### config.mk
export PLATFORM = sky130hd
export DESIGN_NAME = arcz_zone_trip
export DESIGN_NICKNAME = d
export VERILOG_FILES = /design/src/shared/arcz_pkg.sv /design/src/rtl/arcz_zone_trip.sv /design/src/rtl/arcz_cycle_timer.sv /design/src/rtl/arcz_curr_cond.sv
export SDC_FILE = /design/constraint.sdc
export NUM_CORES = 1
export LEC_CHECK = 0
export BUFFER_PORTS_ARGS = -buffer_cell sky130_fd_sc_hd__buf_2
export CAP_MARGIN = 40
export CORE_ASPECT_RATIO = 0.75
export CORE_MARGIN = 5
export CORE_UTILIZATION = 34
export CTS_BUF_LIST = sky130_fd_sc_hd__clkbuf_4 sky130_fd_sc_hd__clkbuf_8
export CTS_CLUSTER_DIAMETER = 100
export DETAILED_ROUTE_END_ITERATION = 8
export PLACE_DENSITY = 0.6
export SYNTH_ARGS = -nofsm -noshare
export SYNTH_HDL_FRONTEND = slang
export SYNTH_SLANG_ARGS = --single-unit
### constraint.sdc
create_clock -name sys_clk -period 6.6 [get_ports sys_clk]
set_input_delay 0.66 -clock sys_clk [delete_from_list [all_inputs] [get_ports sys_clk]]
set_output_delay 0.66 -clock sys_clk [all_outputs]
set_load 0.01 [all_outputs]
### src/shared/arcz_pkg.sv
/*
 Constants, field layouts and types shared by the arc zone decision logic.
 Assumes a single 40 MHz system clock and per-unit magnitudes in 0.01 steps.
*/
package arcz_pkg;
   // Zone and sensor channel counts
   localparam int ZONES = 4;
   localparam int CHANS = 4;
   // Register word offsets (byte addresses)
   localparam logic [7:0] OFF_CTRL = 8'h00;
   localparam logic [7:0] OFF_PH_PU = 8'h04;
   localparam logic [7:0] OFF_RES_PU = 8'h08;
   localparam logic [7:0] OFF_SAMP_REQ = 8'h0C;
   localparam logic [7:0] OFF_ZONE0 = 8'h10;
   localparam logic [7:0] OFF_COND = 8'h20;
   localparam logic [7:0] OFF_SENS = 8'h24;
   localparam logic [7:0] OFF_BEHAV = 8'h28;
   // Zone configuration word fields
   localparam int ZC_EN = 0;
   localparam int ZC_PH = 1;
   localparam int ZC_RES = 2;
   localparam int ZC_LIGHT_LSB = 3;
   localparam int ZC_PRES_LSB = 7;
   localparam int ZC_OCI_LSB = 11;
   localparam int ZC_W = 13;
   localparam logic [ZC_W-1:0] ZONE_CFG_RST = 13'h0000;
   // Pick-up thresholds, units of 0.01 x nominal
   localparam int PU_W = 12;
   localparam logic [PU_W-1:0] PU_DEFAULT = 12'h078;
   localparam logic [PU_W-1:0] PU_MIN = 12'h005;
   localparam logic [PU_W-1:0] PU_MAX = 12'hFA0;
   localparam int RES_SEL_LSB = 12;
   // Required over-threshold samples per time base
   localparam logic [7:0] SAMP_REQ_DEFAULT = 8'h04;
   // Condition status fields
   localparam int CS_TRIP_LSB = 0;
   localparam int CS_BLK_LSB = 4;
   // Sensor status fields
   localparam int SS_PH_BLK = 0;
   localparam int SS_PH_START = 1;
   localparam int SS_RES_BLK = 2;
   localparam int SS_RES_START = 3;
   localparam int SS_LIGHT_LSB = 4;
   localparam int SS_PRES_LSB = 8;
   localparam int SS_OCI = 12;
   localparam int SS_FAULT_LSB = 13;
   localparam int SS_IO_FAULT = 17;
   // Processing cycle, equal to the 5 ms sample time base
   localparam int CYCLE_TIME_US = 5000;
   localparam int CLK_MHZ = 40;
   localparam int CYCLE_CLKS = CYCLE_TIME_US * CLK_MHZ;
   // Residual source selector
   typedef enum logic [1:0] {RSEL_NONE, RSEL_ONE, RSEL_TWO} arcz_rsel_t;
   // Digital input mode per zone
   typedef enum logic [1:0] {OCI_OFF, OCI_DIRECT, OCI_QUAL} arcz_oci_t;
   // Function behaviour modes
   typedef enum logic [2:0] {BEH_ON, BEH_BLOCKED, BEH_TEST, BEH_TEST_BLOCKED, BEH_OFF} arcz_beh_t;
   // Processing phase
   typedef enum logic {PH_WAIT, PH_EVAL} arcz_phase_t;
endpackage

### src/rtl/arcz_zone_trip.sv
/*
 Arc zone decision logic: settings and status registers, blocking sample,
 current conditions and four zone trip/blocked flags.
 Assumes sensor, block and sample inputs synchronous to sys_clk, and a
 register master that never issues read and write strobes together.
*/
`timescale 1ns/1ps
module arcz_zone_trip #(
   parameter int CYCLE_CLKS = arcz_pkg::CYCLE_CLKS,
   parameter int ZONES = arcz_pkg::ZONES,
   parameter int CHANS = arcz_pkg::CHANS
) (
   input wire logic sys_clk,
   input wire logic nrst,
   input wire logic [7:0] addr,
   input wire logic [31:0] wdata,
   input wire logic wr,
   input wire logic rd,
   output logic [31:0] rdata,
   input wire logic [CHANS-1:0] light,
   input wire logic [CHANS-1:0] pressure,
   input wire logic option_card_input,
   input wire logic block_in,
   input wire logic [CHANS-1:0] sensor_fault,
   input wire logic io_fault,
   input wire logic sample_valid,
   input wire logic [arcz_pkg::PU_W-1:0] phase_a,
   input wire logic [arcz_pkg::PU_W-1:0] phase_b,
   input wire logic [arcz_pkg::PU_W-1:0] phase_c,
   input wire logic [arcz_pkg::PU_W-1:0] residual_channel_one,
   input wire logic [arcz_pkg::PU_W-1:0] residual_channel_two,
   output logic [ZONES-1:0] zone_trip,
   output logic [ZONES-1:0] zone_blocked
);
   // The register map packs four zones and four channels
   if (ZONES != 4 || CHANS != 4) begin : g_chk
      $error("register map serves four zones and four channels");
   end

   localparam int PW = arcz_pkg::PU_W;
   localparam int ZW = arcz_pkg::ZC_W;

   // Settings
   logic [2:0] mode; // Behaviour mode
   logic [PW-1:0] ph_pu; // Phase pick-up
   logic [PW-1:0] res_pu; // Residual pick-up
   logic [1:0] res_sel; // Residual source
   logic [7:0] samp_req; // Required sample count
   logic [ZW-1:0] zcfg [ZONES]; // Zone configuration words
   logic [2:0] next_mode;
   logic [PW-1:0] next_ph_pu;
   logic [PW-1:0] next_res_pu;
   logic [1:0] next_res_sel;
   logic [7:0] next_samp_req;
   logic [ZW-1:0] next_zcfg [ZONES];
   logic [31:0] next_rdata;

   // Processing state
   arcz_pkg::arcz_phase_t phase; // Wait or evaluate
   arcz_pkg::arcz_phase_t next_phase;
   logic blk_s; // Sampled block input
   logic next_blk_s;
   logic [ZONES-1:0] trip_f; // Zone trip flags
   logic [ZONES-1:0] blk_f; // Zone blocked flags
   logic [ZONES-1:0] next_trip_f;
   logic [ZONES-1:0] next_blk_f;

   // Combinational helpers
   logic cycle_start; // Processing cycle begins
   logic eval; // Evaluation cycle
   logic blk_eff; // Block input or blocked mode
   logic func_off; // Mode off
   logic test_mode; // Trip outputs held back
   logic ph_over; // Any phase above pick-up
   logic res_over; // Selected residual above pick-up
   logic ph_cond; // Phase condition active
   logic res_cond; // Residual condition active
   logic [ZONES-1:0] pick; // Zone pick-up

   // True when a threshold write is inside the setting range
   function automatic logic pu_ok(input logic [31:0] v);
      return (v[PW-1:0] >= arcz_pkg::PU_MIN) && (v[PW-1:0] <= arcz_pkg::PU_MAX) && (v[31:PW] == '0);
   endfunction

   // Zone pick-up from its configuration and the live sources
   function automatic logic zone_pick(input logic [ZW-1:0] c, input logic [3:0] li, input logic [3:0] pr,
                                      input logic oci, input logic phc, input logic rsc);
      logic cur_en;
      logic cur_ok;
      logic lt;
      logic pt;
      logic sens;
      logic [1:0] dm;
      cur_en = c[arcz_pkg::ZC_PH] | c[arcz_pkg::ZC_RES];
      cur_ok = (c[arcz_pkg::ZC_PH] & phc) | (c[arcz_pkg::ZC_RES] & rsc);
      lt = |(li & c[arcz_pkg::ZC_LIGHT_LSB +: 4]);
      pt = |(pr & c[arcz_pkg::ZC_PRES_LSB +: 4]);
      if (cur_en) begin
         lt = lt & cur_ok;
      end
      sens = lt | pt;
      dm = c[arcz_pkg::ZC_OCI_LSB +: 2];
      if (dm == arcz_pkg::OCI_QUAL) begin
         sens = sens & oci;
      end else if (dm == arcz_pkg::OCI_DIRECT) begin
         sens = sens | oci;
      end
      return c[arcz_pkg::ZC_EN] & sens;
   endfunction

   // Processing cycle divider
   arcz_cycle_timer #(
      .CYCLE_CLKS(CYCLE_CLKS)
   ) u_timer (
      .sys_clk(sys_clk),
      .nrst(nrst),
      .cycle_start(cycle_start)
   );

   // Sample comparisons against the pick-up thresholds
   always_comb begin
      ph_over = (phase_a > ph_pu) || (phase_b > ph_pu) || (phase_c > ph_pu);
      case (res_sel)
         arcz_pkg::RSEL_ONE: res_over = residual_channel_one > res_pu;
         arcz_pkg::RSEL_TWO: res_over = residual_channel_two > res_pu;
         default: res_over = 1'b0;
      endcase
   end

   // Phase current condition over the time base
   arcz_curr_cond #(
      .CNT_W(8)
   ) u_ph_cond (
      .sys_clk(sys_clk),
      .nrst(nrst),
      .window_end(cycle_start),
      .sample_valid(sample_valid),
      .sample_over(ph_over),
      .req_count(samp_req),
      .cond(ph_cond)
   );

   // Residual current condition over the time base
   arcz_curr_cond #(
      .CNT_W(8)
   ) u_res_cond (
      .sys_clk(sys_clk),
      .nrst(nrst),
      .window_end(cycle_start),
      .sample_valid(sample_valid),
      .sample_over(res_over),
      .req_count(samp_req),
      .cond(res_cond)
   );

   // Mode decode
   assign eval = (phase == arcz_pkg::PH_EVAL);
   assign func_off = (mode == arcz_pkg::BEH_OFF);
   assign test_mode = (mode == arcz_pkg::BEH_TEST) || (mode == arcz_pkg::BEH_TEST_BLOCKED);
   assign blk_eff = blk_s || (mode == arcz_pkg::BEH_BLOCKED) || (mode == arcz_pkg::BEH_TEST_BLOCKED);

   // Per-zone pick-up
   for (genvar z = 0; z < ZONES; z++) begin : g_zone
      assign pick[z] = zone_pick(zcfg[z], light, pressure, option_card_input, ph_cond, res_cond);
   end

   // Register writes and read data; settings change while running
   always_comb begin
      next_mode = mode;
      next_ph_pu = ph_pu;
      next_res_pu = res_pu;
      next_res_sel = res_sel;
      next_samp_req = samp_req;
      next_zcfg = zcfg;
      next_rdata = 32'h0000_0000;
      if (wr) begin
         case (addr)
            arcz_pkg::OFF_CTRL: begin
               if (wdata[2:0] <= 3'(arcz_pkg::BEH_OFF)) begin
                  next_mode = wdata[2:0];
               end
            end
            arcz_pkg::OFF_PH_PU: begin
               if (pu_ok(wdata)) begin
                  next_ph_pu = wdata[PW-1:0];
               end
            end
            arcz_pkg::OFF_RES_PU: begin
               if (pu_ok({20'h00000, wdata[PW-1:0]})) begin
                  next_res_pu = wdata[PW-1:0];
               end
               if (wdata[arcz_pkg::RES_SEL_LSB +: 2] <= 2'(arcz_pkg::RSEL_TWO)) begin
                  next_res_sel = wdata[arcz_pkg::RES_SEL_LSB +: 2];
               end
            end
            arcz_pkg::OFF_SAMP_REQ: begin
               if (wdata[7:0] != 8'h00) begin
                  next_samp_req = wdata[7:0];
               end
            end
            default: begin
               for (int z = 0; z < ZONES; z++) begin
                  if (addr == arcz_pkg::OFF_ZONE0 + 8'(4 * z)) begin
                     next_zcfg[z] = wdata[ZW-1:0];
                  end
               end
            end
         endcase
      end
      if (rd) begin
         case (addr)
            arcz_pkg::OFF_CTRL: next_rdata[2:0] = mode;
            arcz_pkg::OFF_PH_PU: next_rdata[PW-1:0] = ph_pu;
            arcz_pkg::OFF_RES_PU: next_rdata = {18'h00000, res_sel, res_pu};
            arcz_pkg::OFF_SAMP_REQ: next_rdata[7:0] = samp_req;
            arcz_pkg::OFF_COND: begin
               next_rdata[arcz_pkg::CS_TRIP_LSB +: 4] = trip_f;
               next_rdata[arcz_pkg::CS_BLK_LSB +: 4] = blk_f;
            end
            arcz_pkg::OFF_SENS: begin
               next_rdata[arcz_pkg::SS_PH_BLK] = ph_cond & blk_eff;
               next_rdata[arcz_pkg::SS_PH_START] = ph_cond & ~blk_eff;
               next_rdata[arcz_pkg::SS_RES_BLK] = res_cond & blk_eff;
               next_rdata[arcz_pkg::SS_RES_START] = res_cond & ~blk_eff;
               next_rdata[arcz_pkg::SS_LIGHT_LSB +: 4] = light;
               next_rdata[arcz_pkg::SS_PRES_LSB +: 4] = pressure;
               next_rdata[arcz_pkg::SS_OCI] = option_card_input;
               next_rdata[arcz_pkg::SS_FAULT_LSB +: 4] = sensor_fault;
               next_rdata[arcz_pkg::SS_IO_FAULT] = io_fault;
            end
            arcz_pkg::OFF_BEHAV: next_rdata[2:0] = mode;
            default: begin
               for (int z = 0; z < ZONES; z++) begin
                  if (addr == arcz_pkg::OFF_ZONE0 + 8'(4 * z)) begin
                     next_rdata[ZW-1:0] = zcfg[z];
                  end
               end
            end
         endcase
      end
   end

   // Register settings and read data
   always_ff @(posedge sys_clk) begin
      if (!nrst) begin
         mode <= 3'(arcz_pkg::BEH_ON);
         ph_pu <= arcz_pkg::PU_DEFAULT;
         res_pu <= arcz_pkg::PU_DEFAULT;
         res_sel <= 2'(arcz_pkg::RSEL_NONE);
         samp_req <= arcz_pkg::SAMP_REQ_DEFAULT;
         for (int z = 0; z < ZONES; z++) begin
            zcfg[z] <= arcz_pkg::ZONE_CFG_RST;
         end
         rdata <= 32'h0000_0000;
      end else begin
         mode <= next_mode;
         ph_pu <= next_ph_pu;
         res_pu <= next_res_pu;
         res_sel <= next_res_sel;
         samp_req <= next_samp_req;
         zcfg <= next_zcfg;
         rdata <= next_rdata;
      end
   end

   // Sample block at cycle start, decide flags in the next cycle
   always_comb begin
      next_phase = phase;
      next_blk_s = blk_s;
      next_trip_f = trip_f;
      next_blk_f = blk_f;
      case (phase)
         arcz_pkg::PH_WAIT: begin
            if (cycle_start) begin
               next_blk_s = block_in;
               next_phase = arcz_pkg::PH_EVAL;
            end
         end
         arcz_pkg::PH_EVAL: begin
            if (func_off) begin
               next_trip_f = '0;
               next_blk_f = '0;
            end else begin
               next_trip_f = pick & {ZONES{~blk_eff}};
               next_blk_f = pick & {ZONES{blk_eff}};
            end
            next_phase = arcz_pkg::PH_WAIT;
         end
         default: next_phase = arcz_pkg::PH_WAIT;
      endcase
   end

   // Register processing state and flags
   always_ff @(posedge sys_clk) begin
      if (!nrst) begin
         phase <= arcz_pkg::PH_WAIT;
         blk_s <= 1'b0;
         trip_f <= '0;
         blk_f <= '0;
      end else begin
         phase <= next_phase;
         blk_s <= next_blk_s;
         trip_f <= next_trip_f;
         blk_f <= next_blk_f;
      end
   end

   // Test modes keep the trip outputs quiet
   assign zone_trip = trip_f & {ZONES{~test_mode}};
   assign zone_blocked = blk_f;
endmodule

### src/rtl/arcz_cycle_timer.sv
/*
 Divider that marks the start of each processing cycle with a one-cycle pulse.
 Assumes sys_clk and a synchronous active-low reset.
*/
`timescale 1ns/1ps
module arcz_cycle_timer #(
   parameter int CYCLE_CLKS = arcz_pkg::CYCLE_CLKS
) (
   input wire logic sys_clk,
   input wire logic nrst,
   output logic cycle_start
);
   localparam int CW = $clog2(CYCLE_CLKS);
   localparam logic [CW-1:0] LAST = CW'(CYCLE_CLKS - 1);

   // Refuse periods the counter cannot serve
   if (CYCLE_CLKS < 2) begin : g_chk
      $error("cycle length too short");
   end

   logic [CW-1:0] cnt; // Cycles into current period
   logic [CW-1:0] next_cnt;

   // Wrap the counter at the period end
   always_comb begin
      next_cnt = (cnt == LAST) ? '0 : cnt + 1'b1;
   end

   // Register counter
   always_ff @(posedge sys_clk) begin
      if (!nrst) begin
         cnt <= '0;
      end else begin
         cnt <= next_cnt;
      end
   end

   // Pulse on the last count of every period
   assign cycle_start = (cnt == LAST);
endmodule

### src/rtl/arcz_curr_cond.sv
/*
 Counts over-threshold current samples inside one time base and, at its end,
 raises the condition if the required number was reached. Assumes one sample per strobe.
*/
`timescale 1ns/1ps
module arcz_curr_cond #(
   parameter int CNT_W = 8
) (
   input wire logic sys_clk,
   input wire logic nrst,
   input wire logic window_end,
   input wire logic sample_valid,
   input wire logic sample_over,
   input wire logic [CNT_W-1:0] req_count,
   output logic cond
);
   if (CNT_W < 1) begin : g_chk
      $error("count width too small");
   end

   logic [CNT_W-1:0] cnt; // Over-threshold samples so far
   logic [CNT_W-1:0] next_cnt;
   logic next_cond;
   logic hit; // This sample counts

   // Saturating count; result taken at window end
   always_comb begin
      hit = sample_valid && sample_over && (cnt != '1);
      next_cnt = hit ? cnt + 1'b1 : cnt;
      next_cond = cond;
      if (window_end) begin
         next_cond = (next_cnt >= req_count);
         next_cnt = '0;
      end
   end

   // Register count and condition
   always_ff @(posedge sys_clk) begin
      if (!nrst) begin
         cnt <= '0;
         cond <= 1'b0;
      end else begin
         cnt <= next_cnt;
         cond <= next_cond;
      end
   end
endmodule

# Yosys cells after proc, flatten, opt, wreduce, memory -nomap -nowiden
# Index checks and enable logic that the tools add are counted.
# word_totals
reg_bits	167
latch_bits	0
ramBits	0
mem_bits_ro	0
inputBits	120
out_inout_bits	40
word_cells	183
mem_count	0
# op_classes
n_addsub	3
multipliers	0
div	0
order_cmp	11
n_eq_ne	27
shift	0
n_mux	28
bitwise_logic	56
reduce_logical	38
# op_table
cell	count
12-bit > comparator	5
13-bit 2-to-1 mux	4
4-bit bitwise AND	11
4-bit OR reduction	10
8-bit by 5-bit equality test with 1-bit output, second input constant	4
5-bit one-hot mux with 6 select lines	1
3-bit AND reduction	9
1-bit bitwise AND	24
8-bit by 6-bit equality test with 1-bit output, second input constant	3
20-bit logical NOT	1
18-bit by 1-bit adder with 18-bit output, second input constant	1
18-bit equality test, second input constant	1
3-bit one-hot mux with 6 select lines	1
8-bit by 1-bit adder with 8-bit output, second input constant	2
8-bit by 4-bit equality test with 1-bit output, second input constant	2
8-bit greater-or-equal comparator	2
8-bit 2-to-1 mux	2
8-bit != test, second input constant	2
1-bit OR	16
4-bit one-hot mux with 4 select lines	1
1-bit 2-to-1 mux	13
12-bit by 3-bit greater-or-equal comparator with 1-bit output, second input constant	1
12-bit less-or-equal comparator, second input constant	1
2-bit by 1-bit equality test with 1-bit output, second input constant	5
other kinds (19)	41

# Longest topological paths before layout
# logic_depth
depth_word	11
ltp_mapped	16
depth_no_buf	16

# By module
# Synthesis repeated with hierarchy kept, for this count alone.
# unflattened
hier_cells	1056
area_unflattened_um2	9382.7
# modules_own_cells
module	instances	cells_per_inst	area_per_inst_um2	seq_area_each_um2
arcz_zone_trip	1	808	7229.4	2342.2
arcz_curr_cond	2	79	663.1	180.2
arcz_cycle_timer	1	90	827.0	360.3

# Worst setup path after synthesis
# Ideal clock, no wire load.
# synth_timing
path_kind	in2reg
startpoint	input phase_c[9] (netlist name)
endpoint	register u_ph_cond.cond
setup_ns	0.122
arrival_time_ns	3.326
t_required_ns	6.478
setup_slack_ns	3.152
cell_stages	15
n_path_buf	0
cell_sequence	ha_1 > a21oi_1 > o21ai_0 > a2111o_1 > o21ai_0 > a31oi_1 > xnor2_1 > ha_1 > nand2b_1 > a21oi_1 > nor2b_1 > o21ai_0 > a21o_1 > a21oi_1 > o311a_1
# synth_via
elab_chain_cells	6
# synth_lines
element	line	rtl
start: declaration	arcz_zone_trip.sv:29	input wire logic [arcz_pkg::PU_W-1:0] phase_c,
12-bit > comparator	arcz_zone_trip.sv:122	ph_over = (phase_a > ph_pu) || (phase_b > ph_pu) || (phase_c > ph_pu);
1-bit logical OR	arcz_zone_trip.sv:122	
1-bit logical AND (2 in a row)	arcz_curr_cond.sv:28	hit = sample_valid && sample_over && (cnt != '1);
8-bit 2-to-1 mux	arcz_curr_cond.sv:29	next_cnt = hit ? cnt + 1'b1 : cnt;
8-bit greater-or-equal comparator	arcz_curr_cond.sv:32	next_cond = (next_cnt >= req_count);
end signal: assignment	arcz_curr_cond.sv:44	cond <= next_cond;
end: declaration	arcz_curr_cond.sv:15	output logic cond
# Every way passes these cells.
# A chain may end at the register's enable or synchronous reset.

# Final worst setup path
# layout_timing
startpoint	register ph_pu[9]
endpoint	register u_ph_cond.cond
# layout_via
elab_chain_cells	7
elab_cells_between_ends	9
classes_between	4 x order compare; 1 x mux; 4 x reduce/logical
# layout_lines
element	line	rtl
start: declaration	arcz_zone_trip.sv:45	logic [PW-1:0] ph_pu;
start signal: assignment	arcz_zone_trip.sv:247	ph_pu <= arcz_pkg::PU_DEFAULT;
start signal: assignment	arcz_zone_trip.sv:257	ph_pu <= next_ph_pu;
12-bit > comparator	arcz_zone_trip.sv:122	
1-bit logical OR	arcz_zone_trip.sv:122	
1-bit logical OR *	arcz_zone_trip.sv:122	
1-bit logical AND * (2 in a row)	arcz_curr_cond.sv:28	
8-bit 2-to-1 mux *	arcz_curr_cond.sv:29	
8-bit greater-or-equal comparator *	arcz_curr_cond.sv:32	
# Mark *: on every way between the ends. The rest lies on a longest branch, timed or not.

==> reports/metrics.cfg <==
[outcome]
status=finished, final reports clean

[synth]
synthesis.area_mm2=0.00918
synth_top_area_share=0.334
synth_edf_count=0
async_flop_share=0
synthFlopType=dfxtp_1
synthAdderAreaFrac=0.110
ys_seq_area_frac=0.334
ys_top_cells_by_count=dfxtp_1, nand2_1, nor2b_1
yosys.cell_types.count=64
ys_ff_latch=153
synthesis.instances=1023
synth_area_leaders=dfxtp_1, ha_1, mux2i_1
yosysMostFrequentCell=dfxtp_1
synth.area.mux_share=0.102
synth.avg_cell_area_um2=8.97
yosys.area.top_type=dfxtp_1
yosysWarnings=0
synth_top_family_by_area=simple AND/OR/NAND/NOR gates
synth_simple_gate_area_share=0.211
synth_xor_area_frac=0.0210
synth_compound_area_frac=0.162

[power_and_ir_drop]
internal-power_mw=1.32
seqPwrFrac=0.503
netSwitchingPower_uw=531
power_density_mw_per_mm2=176
p_leak_nw=4.13
finalPower_mw=1.85
p_clk_frac=0.405
p_sw_frac=0.288
power_frac_comb=0.092
ir_worst_vdd_mv=0.0943

[cells_and_area]
final_area_mm2=0.0105
fill_cells=2733
syn_to_final_growth_pct=14.5
finalNetCount=1341
drive_gt1_frac=0.184

[setup_path]
end_kind=flop
cp_data_required_time_ps=6950
start_kind=flop
reg2reg_depth=16
critPathKind=reg2reg
arrival_ps=4050
crit_fanout=9

[global_routing]
grt_overflow_total=0
grt_antenna_before_repair=5
grt_first_pass_wirelength_um=44000
grt_pass1_vias=7707
grt_start_max_net_pins=69
track_usage=0.185

[route]
vias=8033
ant_nets=0
wl_per_cell_um=19.1
avgViaCountPerCell=5.33
drtIter0Drc=659
firstDrtPassIters=7
drcViolationCount=0
drt-total-wl_um=28800

[clocking]
tritoncts=done
cts_root_buf=clkbuf_8
postCtsHoldBufs=0
cts_sinks=153
clock_latency_ps=470
ctsResizeCount=0
cts-htree-levels=4
clkTransAtPathRegs_ps=100
post_cts_buffers=0
cts_buffer_depth=2
cts_buffers=17

[place]
dpl_cell_area_mm2=0.0101
port_buffers=145
place_ws_ps=2660
place.gp.congestion=0.857
dp_hpwl_um=22500

[timing]
finClkSkew_ps=18.5
worstMarginPinSlew_ps=892
fin_crit_sh=0.561
period_needed_ps=3700
report.final.slew_viol_count=0
setup_ws_ps=2900
setup_tns_ps=0
slew-limit-headroom=0.405
fmax_mhz=270
rsz0062_at_grt=false
whs_ps=421
finalHoldViolCount=0
setup_violations=0

[min_path]
worst_hold_path_type=in2reg
hold_depth=2

[die]
dieHeight_um=152
fp-row-count=52
core_mm2=0.0268
ios=160
initial_utilization=0.342
die_w_um=200
dieArea_mm2=0.0304

[flow_run]
drv_cap=0

-- logic make-up (layout without fill, tap and decap cells) --
logic type      after synthesis  in the layout
other cells                   1             17
xor+xnor                     22             22
buf+inv                     112            229
flops                       153            153
compound gates              218            218
fa+ha+maj                    81             81
mux                          83             83
simple gates                353            353
-- area by class of cell --
cell class,count,area [um2],share of cell area
Sequential cell,153,3060,0.291
Multi-Input combinational cell,771,5620,0.535
Tap cell,351,439,0.0418
Clock inverter,15,180,0.0171
Antenna cell,3,7.51,0.000714
Inverter,46,173,0.0164
Clock buffer,17,234,0.0223
Timing Repair Buffer,151,793,0.0755
-- layout by cell type, fill, tap and decap left out, types with 19 or more instances in the layout --
cell	count
a22oi_1	19
nor2b_1	82
a21boi_0	19
mux2i_1	69
nor2_1	41
a21oi_1	53
nand4_1	21
ha_1	81
buf_2	145
dfxtp_1	153
inv_1	45
nand2_1	84
o21ai_0	37
and2_1	21
nand3_1	23
-- power by group through the flow --
stage | Combinational, mW | Sequential [mW] | Clock, mW
after detailed placement | 0.168 | 0.951 | 0
after CTS | 0.169 | 0.930 | 0.764
after global routing | 0.189 | 0.931 | 0.809
final | 0.169 | 0.930 | 0.748
after floorplan | 0.102 | 0.950 | 0
after global placement | 0.165 | 0.951 | 0
-- metrics by stage --
| step | util | cells |
|---|---|---|
| 2_1_floorplan | - | 1036 |
| 3_3_place_gp | 0.375 | 1469 |
| 3_5_place_dp | 0.376 | 1472 |
| 4_1_cts | 0.392 | 1504 |
| 5_1_grt | 0.392 | 1505 |
| 6_report | 0.392 | 1507 |
-- metal layers --
metal	GRT usage	wire length, um	vias to the layer above	part of all wire
li1	-	-	3910	-
met1	0.268	13400	3762	0.47
met2	0.268	12100	308	0.42
met3	0.0460	2620	45	0.091
met4	0.0585	629	8	0.022
met5	0	46	-	0.0016
-- registers in the layout, indices dropped and copies added (netlist names), 4 cells and up --
signal	count
zcfg	52
rdata	18
u_timer.cnt	18
ph_pu	12
res_pu	12
samp_req	8
u_ph_cond.cnt	8
u_res_cond.cnt	8
trip_f	4
zone_blocked	4
-- worst paths after layout --
kind | from | endpoint | slack [ps]
setup / recovery | ph_pu[9] | u_ph_cond.cond | 2900
hold / removal | sensor_fault[3] | rdata[16] | 420
setup reg to reg | ph_pu[9] | u_ph_cond.cond | 2900
hold reg to reg | u_timer.cnt[0] | u_timer.cnt[0] | 480
-- critical path, stage by stage, from the launching register on --
cell and delay, ps:
dfxtp_1 370, inv_1 100, ha_1 300, a21oi_1 190
o21ai_0 150, a2111o_1 350, o21ai_0 240, a31oi_1 340
xnor2_1 300, ha_1 260, nand2b_1 140, a21oi_1 170
nor2b_1 60, o21ai_0 140, a21o_1 130, a21oi_1 60
o311a_1 290
(Power assumes the default switching activity.)
